**config.mk**
```make
export PLATFORM = sky130hd
export DESIGN_NAME = stopwatch_alarm_watchdog
export DESIGN_NICKNAME = d
export VERILOG_FILES = /design/src/design/stopwatch_pkg.sv /design/src/design/countdown_if.sv /design/src/design/countdown_unit.sv /design/src/design/stopwatch_alarm_watchdog.sv
export SDC_FILE = /design/constraint.sdc
export NUM_CORES = 1
export LEC_CHECK = 0
export ABC_AREA = 1
export BUFFER_PORTS_ARGS = -buffer_cell sky130_fd_sc_hd__buf_2
export CAP_MARGIN = 30
export CORE_UTILIZATION = 60
export CTS_BUF_LIST = sky130_fd_sc_hd__clkbuf_4
export DETAILED_ROUTE_END_ITERATION = 10
export GPL_TIMING_DRIVEN = 0
export PLACE_DENSITY = 0.89
export SLEW_MARGIN = 10
export SYNTH_ARGS = -nofsm -noshare
export SYNTH_HDL_FRONTEND = slang
export SYNTH_SLANG_ARGS = --single-unit
```
**constraint.sdc**
```tcl
create_clock -name ref_clk -period 2.4 [get_ports ref_clk]
set_input_delay 0.24 -clock ref_clk [delete_from_list [all_inputs] [get_ports ref_clk]]
set_output_delay 0.24 -clock ref_clk [all_outputs]
set_load 0.05 [all_outputs]
```
**src/design/stopwatch_pkg.sv**
```systemverilog
package stopwatch_pkg;
  // register offsets
  localparam logic [7:0] ALARM_FIRST_OFFSET    = 8'h08;
  localparam logic [7:0] ALARM_LAST_OFFSET     = 8'h0f;
  localparam logic [7:0] ALARM_ENABLES_OFFSET  = 8'h10;
  localparam logic [7:0] PIN_A_ENABLES_OFFSET  = 8'h29;
  localparam logic [7:0] PIN_B_ENABLES_OFFSET  = 8'h2a;
  localparam logic [7:0] COUNTDOWN_OFFSET      = 8'h2d;

  // alarm enable field positions
  localparam int ALM2_UPPER_HOURS_BIT = 7;
  localparam int ALM2_LOWER_HOURS_BIT = 6;
  localparam int ALM2_MINUTES_BIT     = 5;
  localparam int ALM1_TOP_HOURS_BIT   = 4;
  localparam int ALM1_MID_HOURS_BIT   = 3;
  localparam int ALM1_LOW_HOURS_BIT   = 2;
  localparam int ALM1_MINUTES_BIT     = 1;
  localparam int ALM1_SECONDS_BIT     = 0;
  localparam logic [7:0] ALARM_ENABLES_RESET = 8'h00;

  // interrupt enable field positions in the pin a / pin b registers
  localparam int IRQ_ALARM1_BIT    = 4;
  localparam int IRQ_ALARM2_BIT    = 3;
  localparam int IRQ_COUNTDOWN_BIT = 2;
  localparam logic [7:0] IRQ_ENABLES_RESET = 8'h00;

  // countdown register layout
  localparam int CD_REPEAT_BIT = 7;
  localparam int CD_COUNT_MSB  = 6;
  localparam int CD_COUNT_LSB  = 2;
  localparam int CD_STEP_MSB   = 1;
  localparam int CD_STEP_LSB   = 0;
  localparam logic       CD_REPEAT_RESET = 1'b0;
  localparam logic [4:0] CD_COUNT_RESET  = 5'h00;
  localparam logic [1:0] CD_STEP_RESET   = 2'h0;
  localparam logic [7:0] ALARM_BYTE_RESET = 8'h00;

  // oscillator timebase: the finest step is a sixteenth second
  localparam int OSC_HZ          = 32768;
  localparam int FINEST_STEP_DIV = 16;
  localparam int OSC_PER_TICK    = OSC_HZ / FINEST_STEP_DIV;
  localparam logic [10:0] PRESC_LAST = 11'(OSC_PER_TICK - 1);

  typedef enum logic [1:0] {
    STEP_4S       = 2'h0,
    STEP_1S       = 2'h1,
    STEP_QUARTER  = 2'h2,
    STEP_SIXTEENTH = 2'h3
  } step_sel_t;

  // last sixteenth-second tick of each step, one less than the ticks in it
  localparam logic [5:0] TICKS_4S        = 6'(4 * FINEST_STEP_DIV - 1);
  localparam logic [5:0] TICKS_1S        = 6'(FINEST_STEP_DIV - 1);
  localparam logic [5:0] TICKS_QUARTER   = 6'(FINEST_STEP_DIV / 4 - 1);
  localparam logic [5:0] TICKS_SIXTEENTH = 6'h00;

  // implemented bits of each bcd alarm byte
  localparam logic [7:0] SEC_MIN_MASK = 8'h7f;
  localparam logic [7:0] HOURS_MASK   = 8'hff;
endpackage

```
**src/design/countdown_if.sv**
```systemverilog
`timescale 1ns/1ps
interface countdown_if;
  logic       osc_edge;
  logic       load_req;
  logic [4:0] load_value;
  logic       repeat_mode;
  logic [1:0] step_sel;
  logic [4:0] count;
  logic       expire;

  modport ctl  (output osc_edge, output load_req, output load_value, output repeat_mode,
                output step_sel, input count, input expire);
  modport unit (input osc_edge, input load_req, input load_value, input repeat_mode,
                input step_sel, output count, output expire);
endinterface

```
**src/design/countdown_unit.sv**
```systemverilog
`timescale 1ns/1ps
module countdown_unit
  import stopwatch_pkg::*;
(
  input  wire logic   ref_clk,
  input  wire logic   rst_b,
  countdown_if.unit   cd
);

  logic [10:0] presc_reg;
  logic [5:0]  step_cnt_reg;
  logic        pend_reg;
  logic [4:0]  pend_val_reg;
  logic [4:0]  reload_reg;
  logic [4:0]  count_reg;
  logic        expire_reg;
  logic        sixteenth;
  logic        step_tick;
  logic        apply_load;

  function automatic logic [5:0] step_last(input logic [1:0] sel);
    case (step_sel_t'(sel))
      STEP_4S:      step_last = TICKS_4S;
      STEP_1S:      step_last = TICKS_1S;
      STEP_QUARTER: step_last = TICKS_QUARTER;
      default:      step_last = TICKS_SIXTEENTH;
    endcase
  endfunction

  // free-running timebase, never restarted by a load
  assign sixteenth  = cd.osc_edge && (presc_reg == PRESC_LAST);
  assign step_tick  = sixteenth && (step_cnt_reg >= step_last(cd.step_sel));
  assign apply_load = cd.osc_edge && pend_reg;

  always_ff @(posedge ref_clk or negedge rst_b) begin
    if (!rst_b) begin
      presc_reg <= 11'h000;
    end else if (cd.osc_edge) begin
      presc_reg <= (presc_reg == PRESC_LAST) ? 11'h000 : presc_reg + 11'h001;
    end
  end

  always_ff @(posedge ref_clk or negedge rst_b) begin
    if (!rst_b) begin
      step_cnt_reg <= 6'h00;
    end else if (sixteenth) begin
      step_cnt_reg <= step_tick ? 6'h00 : step_cnt_reg + 6'h01;
    end
  end

  // write held until the next oscillator edge
  always_ff @(posedge ref_clk or negedge rst_b) begin
    if (!rst_b) begin
      pend_reg     <= 1'b0;
      pend_val_reg <= CD_COUNT_RESET;
    end else if (cd.load_req) begin
      pend_reg     <= 1'b1;
      pend_val_reg <= cd.load_value;
    end else if (cd.osc_edge) begin
      pend_reg     <= 1'b0;
    end
  end

  always_ff @(posedge ref_clk or negedge rst_b) begin
    if (!rst_b) begin
      count_reg  <= CD_COUNT_RESET;
      reload_reg <= CD_COUNT_RESET;
      expire_reg <= 1'b0;
    end else begin
      expire_reg <= 1'b0;
      if (apply_load) begin
        count_reg  <= pend_val_reg;
        reload_reg <= pend_val_reg;
      end else if (step_tick && count_reg != 5'h00) begin
        if (count_reg == 5'h01) begin
          expire_reg <= 1'b1;
          count_reg  <= cd.repeat_mode ? reload_reg : 5'h00;
        end else begin
          count_reg <= count_reg - 5'h01;
        end
      end
    end
  end

  assign cd.count  = count_reg;
  assign cd.expire = expire_reg;
endmodule // countdown_unit

```
**src/design/stopwatch_alarm_watchdog.sv**
```systemverilog
`timescale 1ns/1ps
module stopwatch_alarm_watchdog
  import stopwatch_pkg::*;
(
  input  wire logic       ref_clk,
  input  wire logic       rst_b,
  input  wire logic       osc_clk_pin,
  input  wire logic [7:0] reg_addr,
  input  wire logic [7:0] reg_wdata,
  input  wire logic       reg_wr,
  input  wire logic       reg_rd,
  output logic      [7:0] reg_rdata,
  input  wire logic       elapsed_time_mode_select,
  input  wire logic       time_inc,
  input  wire logic [7:0] time_sec,
  input  wire logic [7:0] time_min,
  input  wire logic [7:0] time_hr_low,
  input  wire logic [7:0] time_hr_mid,
  input  wire logic [7:0] time_hr_top,
  input  wire logic       alarm1_flag_clear,
  input  wire logic       alarm2_flag_clear,
  input  wire logic       countdown_flag_clear,
  input  wire logic       pin_a_pulse_mode,
  input  wire logic       pin_b_pulse_mode,
  output logic            first_alarm_flag,
  output logic            second_alarm_flag,
  output logic            countdown_expired_flag,
  output logic            irq_pin_a_n,
  output logic            irq_pin_b_n
);

  logic [7:0] alarm_byte_reg [0:7];
  logic [7:0] alarm_field_enables_reg;
  logic [7:0] pin_a_irq_enables_reg;
  logic [7:0] pin_b_irq_enables_reg;
  logic       countdown_repeat_select_reg;
  logic [1:0] countdown_step_select_reg;
  logic       load_req_reg;
  logic [4:0] load_value_reg;
  logic [7:0] reg_rdata_reg;
  logic       osc_meta_reg;
  logic       osc_sync_reg;
  logic       osc_prev_reg;
  logic       first_alarm_flag_reg;
  logic       second_alarm_flag_reg;
  logic       countdown_expired_flag_reg;
  logic       irq_pin_a_n_reg;
  logic       irq_pin_b_n_reg;
  logic       irq_pin_a_n_next;
  logic       irq_pin_b_n_next;
  logic       alarm1_hit;
  logic       alarm2_hit;
  logic [2:0] events;
  logic [2:0] flags;
  logic [2:0] pin_a_en;
  logic [2:0] pin_b_en;

  countdown_if cd ();

  function automatic logic field_ok(input logic en, input logic [7:0] set, input logic [7:0] now,
                                    input logic [7:0] mask);
    field_ok = !en || ((set & mask) == (now & mask));
  endfunction

  function automatic logic is_alarm_addr(input logic [7:0] a);
    is_alarm_addr = (a >= ALARM_FIRST_OFFSET) && (a <= ALARM_LAST_OFFSET);
  endfunction

  function automatic logic irq_level_n(input logic pulse_mode, input logic [2:0] ev,
                                       input logic [2:0] fl, input logic [2:0] en);
    irq_level_n = pulse_mode ? ~|(ev & en) : ~|(fl & en);
  endfunction

  // oscillator pin passes two flops before the edge detector
  always_ff @(posedge ref_clk or negedge rst_b) begin
    if (!rst_b) begin
      osc_meta_reg <= 1'b0;
      osc_sync_reg <= 1'b0;
      osc_prev_reg <= 1'b0;
    end else begin
      osc_meta_reg <= osc_clk_pin;
      osc_sync_reg <= osc_meta_reg;
      osc_prev_reg <= osc_sync_reg;
    end
  end

  assign cd.osc_edge    = osc_sync_reg && !osc_prev_reg;
  assign cd.load_req    = load_req_reg;
  assign cd.load_value  = load_value_reg;
  assign cd.repeat_mode = countdown_repeat_select_reg;
  assign cd.step_sel    = countdown_step_select_reg;

  countdown_unit u_countdown (
    .ref_clk (ref_clk),
    .rst_b   (rst_b),
    .cd      (cd)
  );

  // register writes
  always_ff @(posedge ref_clk or negedge rst_b) begin
    if (!rst_b) begin
      for (int i = 0; i < 8; i++) begin
        alarm_byte_reg[i] <= ALARM_BYTE_RESET;
      end
    end else if (reg_wr && is_alarm_addr(reg_addr)) begin
      alarm_byte_reg[3'(reg_addr - ALARM_FIRST_OFFSET)] <= reg_wdata;
    end
  end

  always_ff @(posedge ref_clk or negedge rst_b) begin
    if (!rst_b) begin
      alarm_field_enables_reg <= ALARM_ENABLES_RESET;
    end else if (reg_wr && reg_addr == ALARM_ENABLES_OFFSET) begin
      alarm_field_enables_reg <= reg_wdata;
    end
  end

  always_ff @(posedge ref_clk or negedge rst_b) begin
    if (!rst_b) begin
      pin_a_irq_enables_reg <= IRQ_ENABLES_RESET;
      pin_b_irq_enables_reg <= IRQ_ENABLES_RESET;
    end else if (reg_wr) begin
      if (reg_addr == PIN_A_ENABLES_OFFSET) begin
        pin_a_irq_enables_reg <= reg_wdata;
      end
      if (reg_addr == PIN_B_ENABLES_OFFSET) begin
        pin_b_irq_enables_reg <= reg_wdata;
      end
    end
  end

  // count write becomes a one-cycle load request to the countdown unit
  always_ff @(posedge ref_clk or negedge rst_b) begin
    if (!rst_b) begin
      countdown_repeat_select_reg <= CD_REPEAT_RESET;
      countdown_step_select_reg   <= CD_STEP_RESET;
      load_value_reg              <= CD_COUNT_RESET;
      load_req_reg                <= 1'b0;
    end else begin
      load_req_reg <= 1'b0;
      if (reg_wr && reg_addr == COUNTDOWN_OFFSET) begin
        countdown_repeat_select_reg <= reg_wdata[CD_REPEAT_BIT];
        countdown_step_select_reg   <= reg_wdata[CD_STEP_MSB:CD_STEP_LSB];
        load_value_reg              <= reg_wdata[CD_COUNT_MSB:CD_COUNT_LSB];
        load_req_reg                <= 1'b1;
      end
    end
  end

  // read data one cycle after the strobe; unmapped addresses read zero
  always_ff @(posedge ref_clk or negedge rst_b) begin
    if (!rst_b) begin
      reg_rdata_reg <= 8'h00;
    end else if (reg_rd) begin
      if (is_alarm_addr(reg_addr)) begin
        reg_rdata_reg <= alarm_byte_reg[3'(reg_addr - ALARM_FIRST_OFFSET)];
      end else begin
        case (reg_addr)
          ALARM_ENABLES_OFFSET: reg_rdata_reg <= alarm_field_enables_reg;
          PIN_A_ENABLES_OFFSET: reg_rdata_reg <= pin_a_irq_enables_reg;
          PIN_B_ENABLES_OFFSET: reg_rdata_reg <= pin_b_irq_enables_reg;
          // live counter, not the written value; it keeps running meanwhile
          COUNTDOWN_OFFSET:     reg_rdata_reg <= {countdown_repeat_select_reg, cd.count,
                                                  countdown_step_select_reg};
          default:              reg_rdata_reg <= 8'h00;
        endcase
      end
    end
  end

  assign reg_rdata = reg_rdata_reg;

  // matches judged only on an increment, so writing an alarm byte cannot set a flag
  assign alarm1_hit = time_inc && elapsed_time_mode_select
                   && |alarm_field_enables_reg[ALM1_TOP_HOURS_BIT:ALM1_SECONDS_BIT]
                   && field_ok(alarm_field_enables_reg[ALM1_SECONDS_BIT],   alarm_byte_reg[0], time_sec,
                               SEC_MIN_MASK)
                   && field_ok(alarm_field_enables_reg[ALM1_MINUTES_BIT],   alarm_byte_reg[1], time_min,
                               SEC_MIN_MASK)
                   && field_ok(alarm_field_enables_reg[ALM1_LOW_HOURS_BIT], alarm_byte_reg[2], time_hr_low,
                               HOURS_MASK)
                   && field_ok(alarm_field_enables_reg[ALM1_MID_HOURS_BIT], alarm_byte_reg[3], time_hr_mid,
                               HOURS_MASK)
                   && field_ok(alarm_field_enables_reg[ALM1_TOP_HOURS_BIT], alarm_byte_reg[4], time_hr_top,
                               HOURS_MASK);

  assign alarm2_hit = time_inc && elapsed_time_mode_select
                   && |alarm_field_enables_reg[ALM2_UPPER_HOURS_BIT:ALM2_MINUTES_BIT]
                   && field_ok(alarm_field_enables_reg[ALM2_MINUTES_BIT],     alarm_byte_reg[5], time_min,
                               SEC_MIN_MASK)
                   && field_ok(alarm_field_enables_reg[ALM2_LOWER_HOURS_BIT], alarm_byte_reg[6], time_hr_low,
                               HOURS_MASK)
                   && field_ok(alarm_field_enables_reg[ALM2_UPPER_HOURS_BIT], alarm_byte_reg[7], time_hr_mid,
                               HOURS_MASK);

  // sticky flags; a set in the clearing cycle wins
  always_ff @(posedge ref_clk or negedge rst_b) begin
    if (!rst_b) begin
      first_alarm_flag_reg  <= 1'b0;
      second_alarm_flag_reg <= 1'b0;
    end else begin
      first_alarm_flag_reg  <= alarm1_hit || (first_alarm_flag_reg && !alarm1_flag_clear);
      second_alarm_flag_reg <= alarm2_hit || (second_alarm_flag_reg && !alarm2_flag_clear);
    end
  end

  always_ff @(posedge ref_clk or negedge rst_b) begin
    if (!rst_b) begin
      countdown_expired_flag_reg <= 1'b0;
    end else begin
      countdown_expired_flag_reg <= cd.expire || (countdown_expired_flag_reg && !countdown_flag_clear);
    end
  end

  assign first_alarm_flag       = first_alarm_flag_reg;
  assign second_alarm_flag      = second_alarm_flag_reg;
  assign countdown_expired_flag = countdown_expired_flag_reg;

  // interrupt pins, active low
  assign events   = {alarm1_hit, alarm2_hit, cd.expire};
  assign flags    = {first_alarm_flag_reg, second_alarm_flag_reg, countdown_expired_flag_reg};
  assign pin_a_en = {pin_a_irq_enables_reg[IRQ_ALARM1_BIT], pin_a_irq_enables_reg[IRQ_ALARM2_BIT],
                     pin_a_irq_enables_reg[IRQ_COUNTDOWN_BIT]};
  assign pin_b_en = {pin_b_irq_enables_reg[IRQ_ALARM1_BIT], pin_b_irq_enables_reg[IRQ_ALARM2_BIT],
                     pin_b_irq_enables_reg[IRQ_COUNTDOWN_BIT]};

  // pulse mode ignores the flags, so an uncleared flag still gets a new pulse
  assign irq_pin_a_n_next = irq_level_n(pin_a_pulse_mode, events, flags, pin_a_en);
  assign irq_pin_b_n_next = irq_level_n(pin_b_pulse_mode, events, flags, pin_b_en);

  always_ff @(posedge ref_clk or negedge rst_b) begin
    if (!rst_b) begin
      irq_pin_a_n_reg <= 1'b1;
      irq_pin_b_n_reg <= 1'b1;
    end else begin
      irq_pin_a_n_reg <= irq_pin_a_n_next;
      irq_pin_b_n_reg <= irq_pin_b_n_next;
    end
  end

  assign irq_pin_a_n = irq_pin_a_n_reg;
  assign irq_pin_b_n = irq_pin_b_n_reg;
endmodule // stopwatch_alarm_watchdog

```
==> results.py, run 1 <==
metrics = {
    "outcome": {
        "status": "complete, no violations",
    },
    "critical_path": {
        "cp-end-kind": "flop",
        "crit_family": "simple AND/OR/NAND/NOR gates",
        "crit_type": "flop to flop",
        "r2r_end": "u_countdown.cd.count[0]",
        "crit_path_cell_trace": "ha_1, nand2_1, nor2_1, nand2_1, inv_1, nand3_4, inv_1, nand2_2, inv_2, o21ai_2, nand2_4, o21ai_0, o21ai_0",
        "r2r_cells": 13,
        "crit_required_ns": 2.90,
        "critPathSlowestCell": "dfrtp_1",
        "cp.arrival_ns": 2.40,
        "r2r_slack_ns": 0.50,
        "timing.rr.start": "u_countdown.presc_reg[1]",
        "slowest_delay_ns": 0.40,
        "critPathBufInv": 3,
        "crit_fanout": 10,
        "start_kind": "flop",
    },
    "yosys": {
        "synth_top_area_share_pct": 45.4,
        "ys.flop_type": "dfrtp_1",
        "ys_warn_count": 0,
        "ys_types": 43,
        "synth.avg_cell_area_sq_um": 8.20,
        "ys_ff_latch": 147,
        "synth.most_common_cell": "nand2_1",
        "syn_nets": 1053,
        "synth_edf_count": 0,
        "yosysSeqAreaShare_pct": 46.1,
        "syn_inst": 975,
        "synth_commonest_cells": "nand2_1, dfrtp_1, inv_1, o21ai_0, nor2_1",
        "async_flop_share_pct": 100,
        "synth.area.top_cells": "dfrtp_1, nand2_1, o21ai_0",
        "netlist_area_sq_mm": 0.00799,
        "yosysTopAreaCell": "dfrtp_1",
    },
    "sta": {
        "finalCritPeriodShare_pct": 79.2,
        "slew_violations": 0,
        "hold_viol_final": 0,
        "fin_ws_ns": 0.499,
        "skew_ns": 0.0229,
        "tightest_slew_ns": 0.825,
        "fmaxAchievable_mhz": 526,
        "period_minus_slack_ns": 1.90,
        "rsz0062_at_grt": "no",
        "setup_viol": 0,
        "max_slew_margin_pct": 45.0,
    },
    "finish": {
        "drive_gt1_share_pct": 15.5,
        "fin_nets": 1165,
        "syn_to_final_growth_pct": 13.5,
        "largest_reg_flops": 64,
        "final_area_sq_mm": 0.00907,
        "final_util_pct": 70.7,
    },
    "clock_tree": {
        "cts_buffer_depth": 2,
        "clk_latency_ns": 0.57,
        "cts_buffers": 17,
        "clk_pin_slew_worst_paths_ns": 0.12,
        "clkSinkCount": 147,
        "cts-root-buf": "clkbuf_4",
        "cts_setup_buffers": 0,
        "cts_tree": "done",
        "h-tree-depth": 4,
    },
    "job": {
        "cap_violations": 0,
    },
    "power": {
        "leakagePower_nw": 4.35,
        "powerDensity_mw_per_mm2": 569,
        "power.total_mw": 5.16,
        "peakVddDrop_uv": 446,
    },
    "place": {
        "placed_area_sq_mm": 0.00863,
        "gp_congestion": 0.955,
        "post-place-ws_ns": 0.488,
        "port_buffers": 76,
        "hpwl_mm": 15.7,
    },
    "grt": {
        "grt.total_usage_pct": 32.5,
        "grt-busiest-layer": "met2",
        "grt_pass1_wl_mm": 34.5,
        "grt_overflow": 0,
        "antenna_found_initial": 1,
        "grt_util_met1_pct": 44.0,
        "grt_max_degree": 92,
        "first_global_vias": 6907,
        "grt_util_met3_pct": 7.49,
        "use_met2_pct": 51.8,
    },
    "die": {
        "core_sq_mm": 0.0128,
        "ioPinCount": 81,
        "placementRows": 41,
        "fp.dieW_um": 117,
        "die-area_sq_mm": 0.0138,
        "start_util_pct": 62.3,
        "die_h_um": 117,
    },
    "detailed_routing": {
        "drc": 0,
        "dr_total_vias": 7257,
        "wl_per_cell_um": 16.7,
        "routed_wl_mm": 21.2,
        "final_antenna_net_count": 0,
        "drtIter0Drc": 774,
        "first_pass_iters": 5,
        "avgViaCountPerCell": 5.71,
    },
    "worst_hold_path": {
        "min_path_type": "input pin to flop",
        "min_path_cells": 4,
        "whs_endpoint": "alarm_byte_reg[4]",
        "hp-start": "reg_addr[0]",
    },
}
[final cells by class]
cell class              instances  area [sq um]
fillers                      1019          3750
flip-flops and latches        147          3680
multi-input cells             685          3680
repair buffers                 93           578
inverters                     110           415
plain buffers                  33           216
well taps                     172           215
clock buffers                  19           143
clock inverters                12           139
diodes                          1          2.50
[cells in the final DEF, fill, tap and decap left out, types with 5 or more instances in the layout]
| master | count |
|---|---|
| nand2_1 | 262 |
| dfrtp_1 | 145 |
| o21ai_0 | 105 |
| inv_1 | 105 |
| buf_2 | 83 |
| nor2_1 | 71 |
| nand3_1 | 53 |
| xnor2_1 | 37 |
| o21ai_1 | 27 |
| clkbuf_4 | 19 |
| dlygate4sd3_1 | 16 |
| xor2_1 | 15 |
| a31oi_1 | 11 |
| o22ai_1 | 11 |
| clkbuf_1 | 11 |
| a21oi_1 | 10 |
| ha_1 | 10 |
| o2111ai_1 | 9 |
| buf_6 | 8 |
| o21ai_2 | 8 |
| o221ai_1 | 7 |
| nor2_4 | 6 |
| buf_4 | 6 |
| nand2_4 | 5 |
| o21a_1 | 5 |
[logic make-up (layout without fill, tap and decap cells)]
family                   count (synthesis)  after routing  synth area share [%]
flip-flops                             147            147                  46.1
buffers and inverters                  143            267                  7.91
adder cells (fa/ha/maj)                 10             10                  1.57
AO/OA/AOI/OAI                          202            202                  14.6
other                                    0              1                     0
AND/OR/NAND/NOR                        421            421                  24.2
XOR/XNOR                                52             52                  5.70
[worst max path at each step]
| stage | start | endpoint | slack, ns | depth (start not counted) |
|---|---|---|---|---|
| floorplan | cd.step_sel[1] | u_countdown.cd.count[0] | 0.74 | 13 |
| global placement | rst_b | alarm_byte_reg[59] | -0.95 | 1 |
| detailed placement | reg_addr[6] | reg_rdata[3] | 0.49 | 10 |
| CTS | u_countdown.presc_reg[1] | u_countdown.cd.count[0] | 0.50 | 13 |
| global route | u_countdown.presc_reg[1] | u_countdown.cd.count[0] | 0.21 | 13 |
| finish | u_countdown.presc_reg[1] | u_countdown.cd.count[0] | 0.50 | 13 |
[tightest hold or removal path, delay by kind of cell]
family | cells | cell delay [ns]
AO/OA/AOI/OAI | 1 | 0.06
AND/OR/NAND/NOR | 2 | 0.18
buffers and inverters | 1 | 0.13
[metal layers]
layer / vias to the layer above / routed length [um]
met2: 401 / 9830
met4: 0 / 465
met3: 48 / 1940
li1: 3404 / -
met1: 3404 / 8970
met5: - / 0
[stage by stage]
stage | cells | TNS [ns] | hold WS [ns]
CTS | 1271 | 0 | 0.0547
global placement | 1223 | -136.30 | 0.334
finish | 1272 | 0 | 0.0835
global route | 1272 | 0 | 0.0800
floorplan | 975 | 0 | -0.0556
detailed placement | 1224 | 0 | 0.185
[repair_timing]
item | CTS | global route
resized for setup | 0 | 0
hold buffers | 16 | 0
setup endpoints to repair | 0 | 0
hold endpoints to repair | 77 | 0
[power by group]
part           switching [mW]  leakage [nW]  internal, mW
sequential              0.127          1.95          2.62
clock                   0.859         0.149         0.724
combinational           0.526          2.25         0.300
total                    1.51          4.35          3.65
Note: power is estimated with default switching activity, not from simulation.
==> run 2: changes to the inputs <==
--- a/config.mk
+++ b/config.mk
@@ -5,7 +5,7 @@
 export SDC_FILE = /design/constraint.sdc
 export NUM_CORES = 1
 export LEC_CHECK = 0
-export ABC_AREA = 1
+export ABC_AREA = 0
 export BUFFER_PORTS_ARGS = -buffer_cell sky130_fd_sc_hd__buf_2
 export CAP_MARGIN = 30
 export CORE_UTILIZATION = 60
==> constraint.sdc (replaced) <==
create_clock -name ref_clk -period 2 [get_ports ref_clk]
set_input_delay 0.2 -clock ref_clk [delete_from_list [all_inputs] [get_ports ref_clk]]
set_output_delay 0.2 -clock ref_clk [all_outputs]
set_load 0.05 [all_outputs]
==> results.py, run 2 <==
metrics = {
    "yosys": {
        "synthSimpleGateAreaFrac_pct": 13.2,
        "yosysSeqAreaShare_pct": 48.5,
        "syn_nets": 732,
        "netlist_area_sq_mm": 0.00758,
        "synth_fa_ha_area_share_pct": 1.65,
        "ys_ff_latch": 147,
        "synth_xor_area_share_pct": 7.85,
        "yosysTopAreaCell": "dfrtp_1",
        "synth_compound_area_share_pct": 6.42,
        "ys.flop_type": "dfrtp_1",
        "syn_inst": 654,
        "synth_top_area_share_pct": 47.8,
        "ys_warn_count": 0,
        "synth_top_family_by_area": "multiplexers",
        "synth_commonest_cells": "dfrtp_1, mux2_2, nand2_1, xnor2_1, nor2_1",
        "synth.avg_cell_area_sq_um": 11.6,
        "ys_types": 55,
        "synth.area.top_cells": "dfrtp_1, mux2_2, xnor2_1",
        "synth_edf_count": 0,
        "synthMuxAreaShare_pct": 20.2,
        "async_flop_share_pct": 100,
        "synth.most_common_cell": "dfrtp_1",
    },
    "die": {
        "die_h_um": 114,
        "ioPinCount": 81,
        "fp.dieW_um": 114,
        "die-area_sq_mm": 0.0131,
        "start_util_pct": 62.4,
        "core_sq_mm": 0.0122,
        "placementRows": 40,
    },
    "power": {
        "powerDensity_mw_per_mm2": 691,
        "leakagePower_nw": 4.22,
        "peakVddDrop_uv": 455,
    },
    "place": {
        "hpwl_mm": 14.0,
        "port_buffers": 77,
        "gp_congestion": 1.00,
        "post-place-ws_ns": -0.224,
    },
    "finish": {
        "final_common_cell": "dfrtp_1",
        "syn_to_final_growth_pct": 16.8,
        "num_antenna_cells": 0,
        "drive_gt1_share_pct": 35.5,
        "fin_nets": 853,
        "largest_reg_flops": 64,
        "final_cell_mix": "dfrtp_1, mux2_2, nand2_1, buf_2, xnor2_1",
        "final_util_pct": 72.8,
        "nFillCells": 849,
    },
    "sta": {
        "fmaxAchievable_mhz": 445,
        "max_slew_margin_pct": 48.6,
        "setup_viol": 9,
        "holdWs_ns": 0.115,
        "slew_violations": 0,
        "skew_ns": 0.0141,
        "hold_viol_final": 0,
        "tightest_slew_ns": 0.767,
        "rsz0062_at_grt": "yes",
        "fin_ws_ns": -0.248,
        "finalCritPeriodShare_pct": 112,
        "period_minus_slack_ns": 2.25,
    },
    "detailed_routing": {
        "avgViaCountPerCell": 6.10,
        "drtIter0Drc": 508,
        "wl_per_cell_um": 20.4,
        "routed_wl_mm": 19.5,
        "dr_total_vias": 5832,
        "final_antenna_net_count": 0,
        "first_pass_iters": 6,
        "drc": 0,
    },
    "grt": {
        "grt_max_degree": 75,
        "grt_overflow": 0,
        "grt.total_usage_pct": 31.3,
        "grt_pass1_wl_mm": 30.1,
        "antenna_found_initial": 0,
        "first_global_vias": 5824,
    },
    "critical_path": {
        "start_kind": "flop",
        "cp-end-kind": "flop",
        "crit_end": "u_countdown.step_cnt_reg[5]",
        "crit_path_cell_trace": "or2_4, ha_4, a21o_1, a21o_1, a41o_1, or4_1, o21ai_1",
        "critPathBufInv": 0,
        "crit_required_ns": 2.50,
        "cp.arrival_ns": 2.75,
        "path_depth": 7,
        "slowest_delay_ns": 0.50,
        "r2r_slack_ns": -0.25,
        "startpoint": "cd.step_sel[1]",
        "crit_top_cell": "a21o_1",
        "r2r_end": "u_countdown.step_cnt_reg[5]",
        "crit_type": "flop to flop",
        "crit_family": "simple AND/OR/NAND/NOR gates",
        "critPathSlowestCell": "or4_1",
        "timing.rr.start": "cd.step_sel[1]",
        "r2r_cells": 7,
        "crit_fanout": 4,
    },
    "outcome": {
        "status": "complete, but fails checks",
        "violations": "negative setup slack",
    },
    "clock_tree": {
        "cts-root-buf": "clkbuf_4",
        "h-tree-depth": 4,
        "clkSinkCount": 147,
        "cts_tree": "done",
        "clk_latency_ns": 0.58,
        "cts_buffers": 17,
        "cts_buffer_depth": 2,
        "clk_pin_slew_worst_paths_ns": 0.11,
    },
    "worst_hold_path": {
        "hp-start": "elapsed_time_mode_select",
        "min_path_type": "input pin to flop",
    },
    "job": {
        "cap_violations": 0,
    },
}
[run 2: worst min-delay path, stage by stage]
cell and delay, ns:
buf_2 0.09, nand2_1 0.10, a211o_1 0.17, o22ai_1 0.08
[run 2: how the worst min path moves through the flow]
stage / endpoint / slack [ns] / depth (start not counted)
2_1_floorplan: alarm_byte_reg[0] / -0.1 / 0
3_3_place_gp: osc_meta_reg / 0.32 / 1
3_5_place_dp: u_countdown.step_cnt_reg[1] / 0.26 / 1
4_1_cts: first_alarm_flag / 0.09 / 4
5_1_grt: first_alarm_flag / 0.11 / 4
6_report: first_alarm_flag / 0.11 / 4
[run 2: kinds of logic after synthesis]
kind of cell               after synthesis
xor gates and xnor gates                68
and+or+nand+nor                        198
muxes                                  120
AOI/OAI and AO/OA                       74
adders and majority gates               10
DFF                                    147
buffers and inverters                   37
[run 2: metal layers]
| layer | up-vias | wire, um | GRT usage [%] |
|---|---|---|---|
| met1 | 2871 | 7820 | 40.2 |
| met5 | - | 0 | 0 |
| met4 | 0 | 788 | 14.9 |
| met3 | 68 | 1420 | 7.09 |
| met2 | 299 | 9450 | 50.6 |
| li1 | 2594 | - | - |
[run 2: layout make-up]
cell class / count / area (sq um) / area share, %
clock buffers: 18 / 135 / 1.53
plain buffers: 26 / 133 / 1.50
multi-input cells: 470 / 3850 / 43.5
clock inverters: 14 / 168 / 1.89
inverters: 11 / 41.3 / 0.466
repair buffers: 102 / 639 / 7.22
flip-flops and latches: 147 / 3680 / 41.6
well taps: 168 / 210 / 2.37
[run 2: through the flow]
stage          std cells  area (sq um)  TNS (ns)  total power, mW
3_3_place_gp         899          8210   -174.87             4.04
5_1_grt              956          8850     -2.12             6.34
3_5_place_dp         900          8240     -4.14             4.10
6_report             956          8850     -1.43             6.12
4_1_cts              952          8800    -0.324             6.12
2_1_floorplan        654          7610         0             3.77
[run 2: repair_timing]
action                     CTS  global route
hold buffers                16             0
setup endpoints to repair   11            13
gates resized for setup     10            11
setup buffers                4             4
hold endpoints to repair    96             0
pin swaps                    0             5
[run 2: report_power, final]
| group | leakage [nW] | internal (mW) | switching (mW) |
|---|---|---|---|
| clock network | 0.167 | 0.977 | 1.04 |
| logic | 2.05 | 0.367 | 0.454 |
| registers | 2.00 | 3.13 | 0.159 |
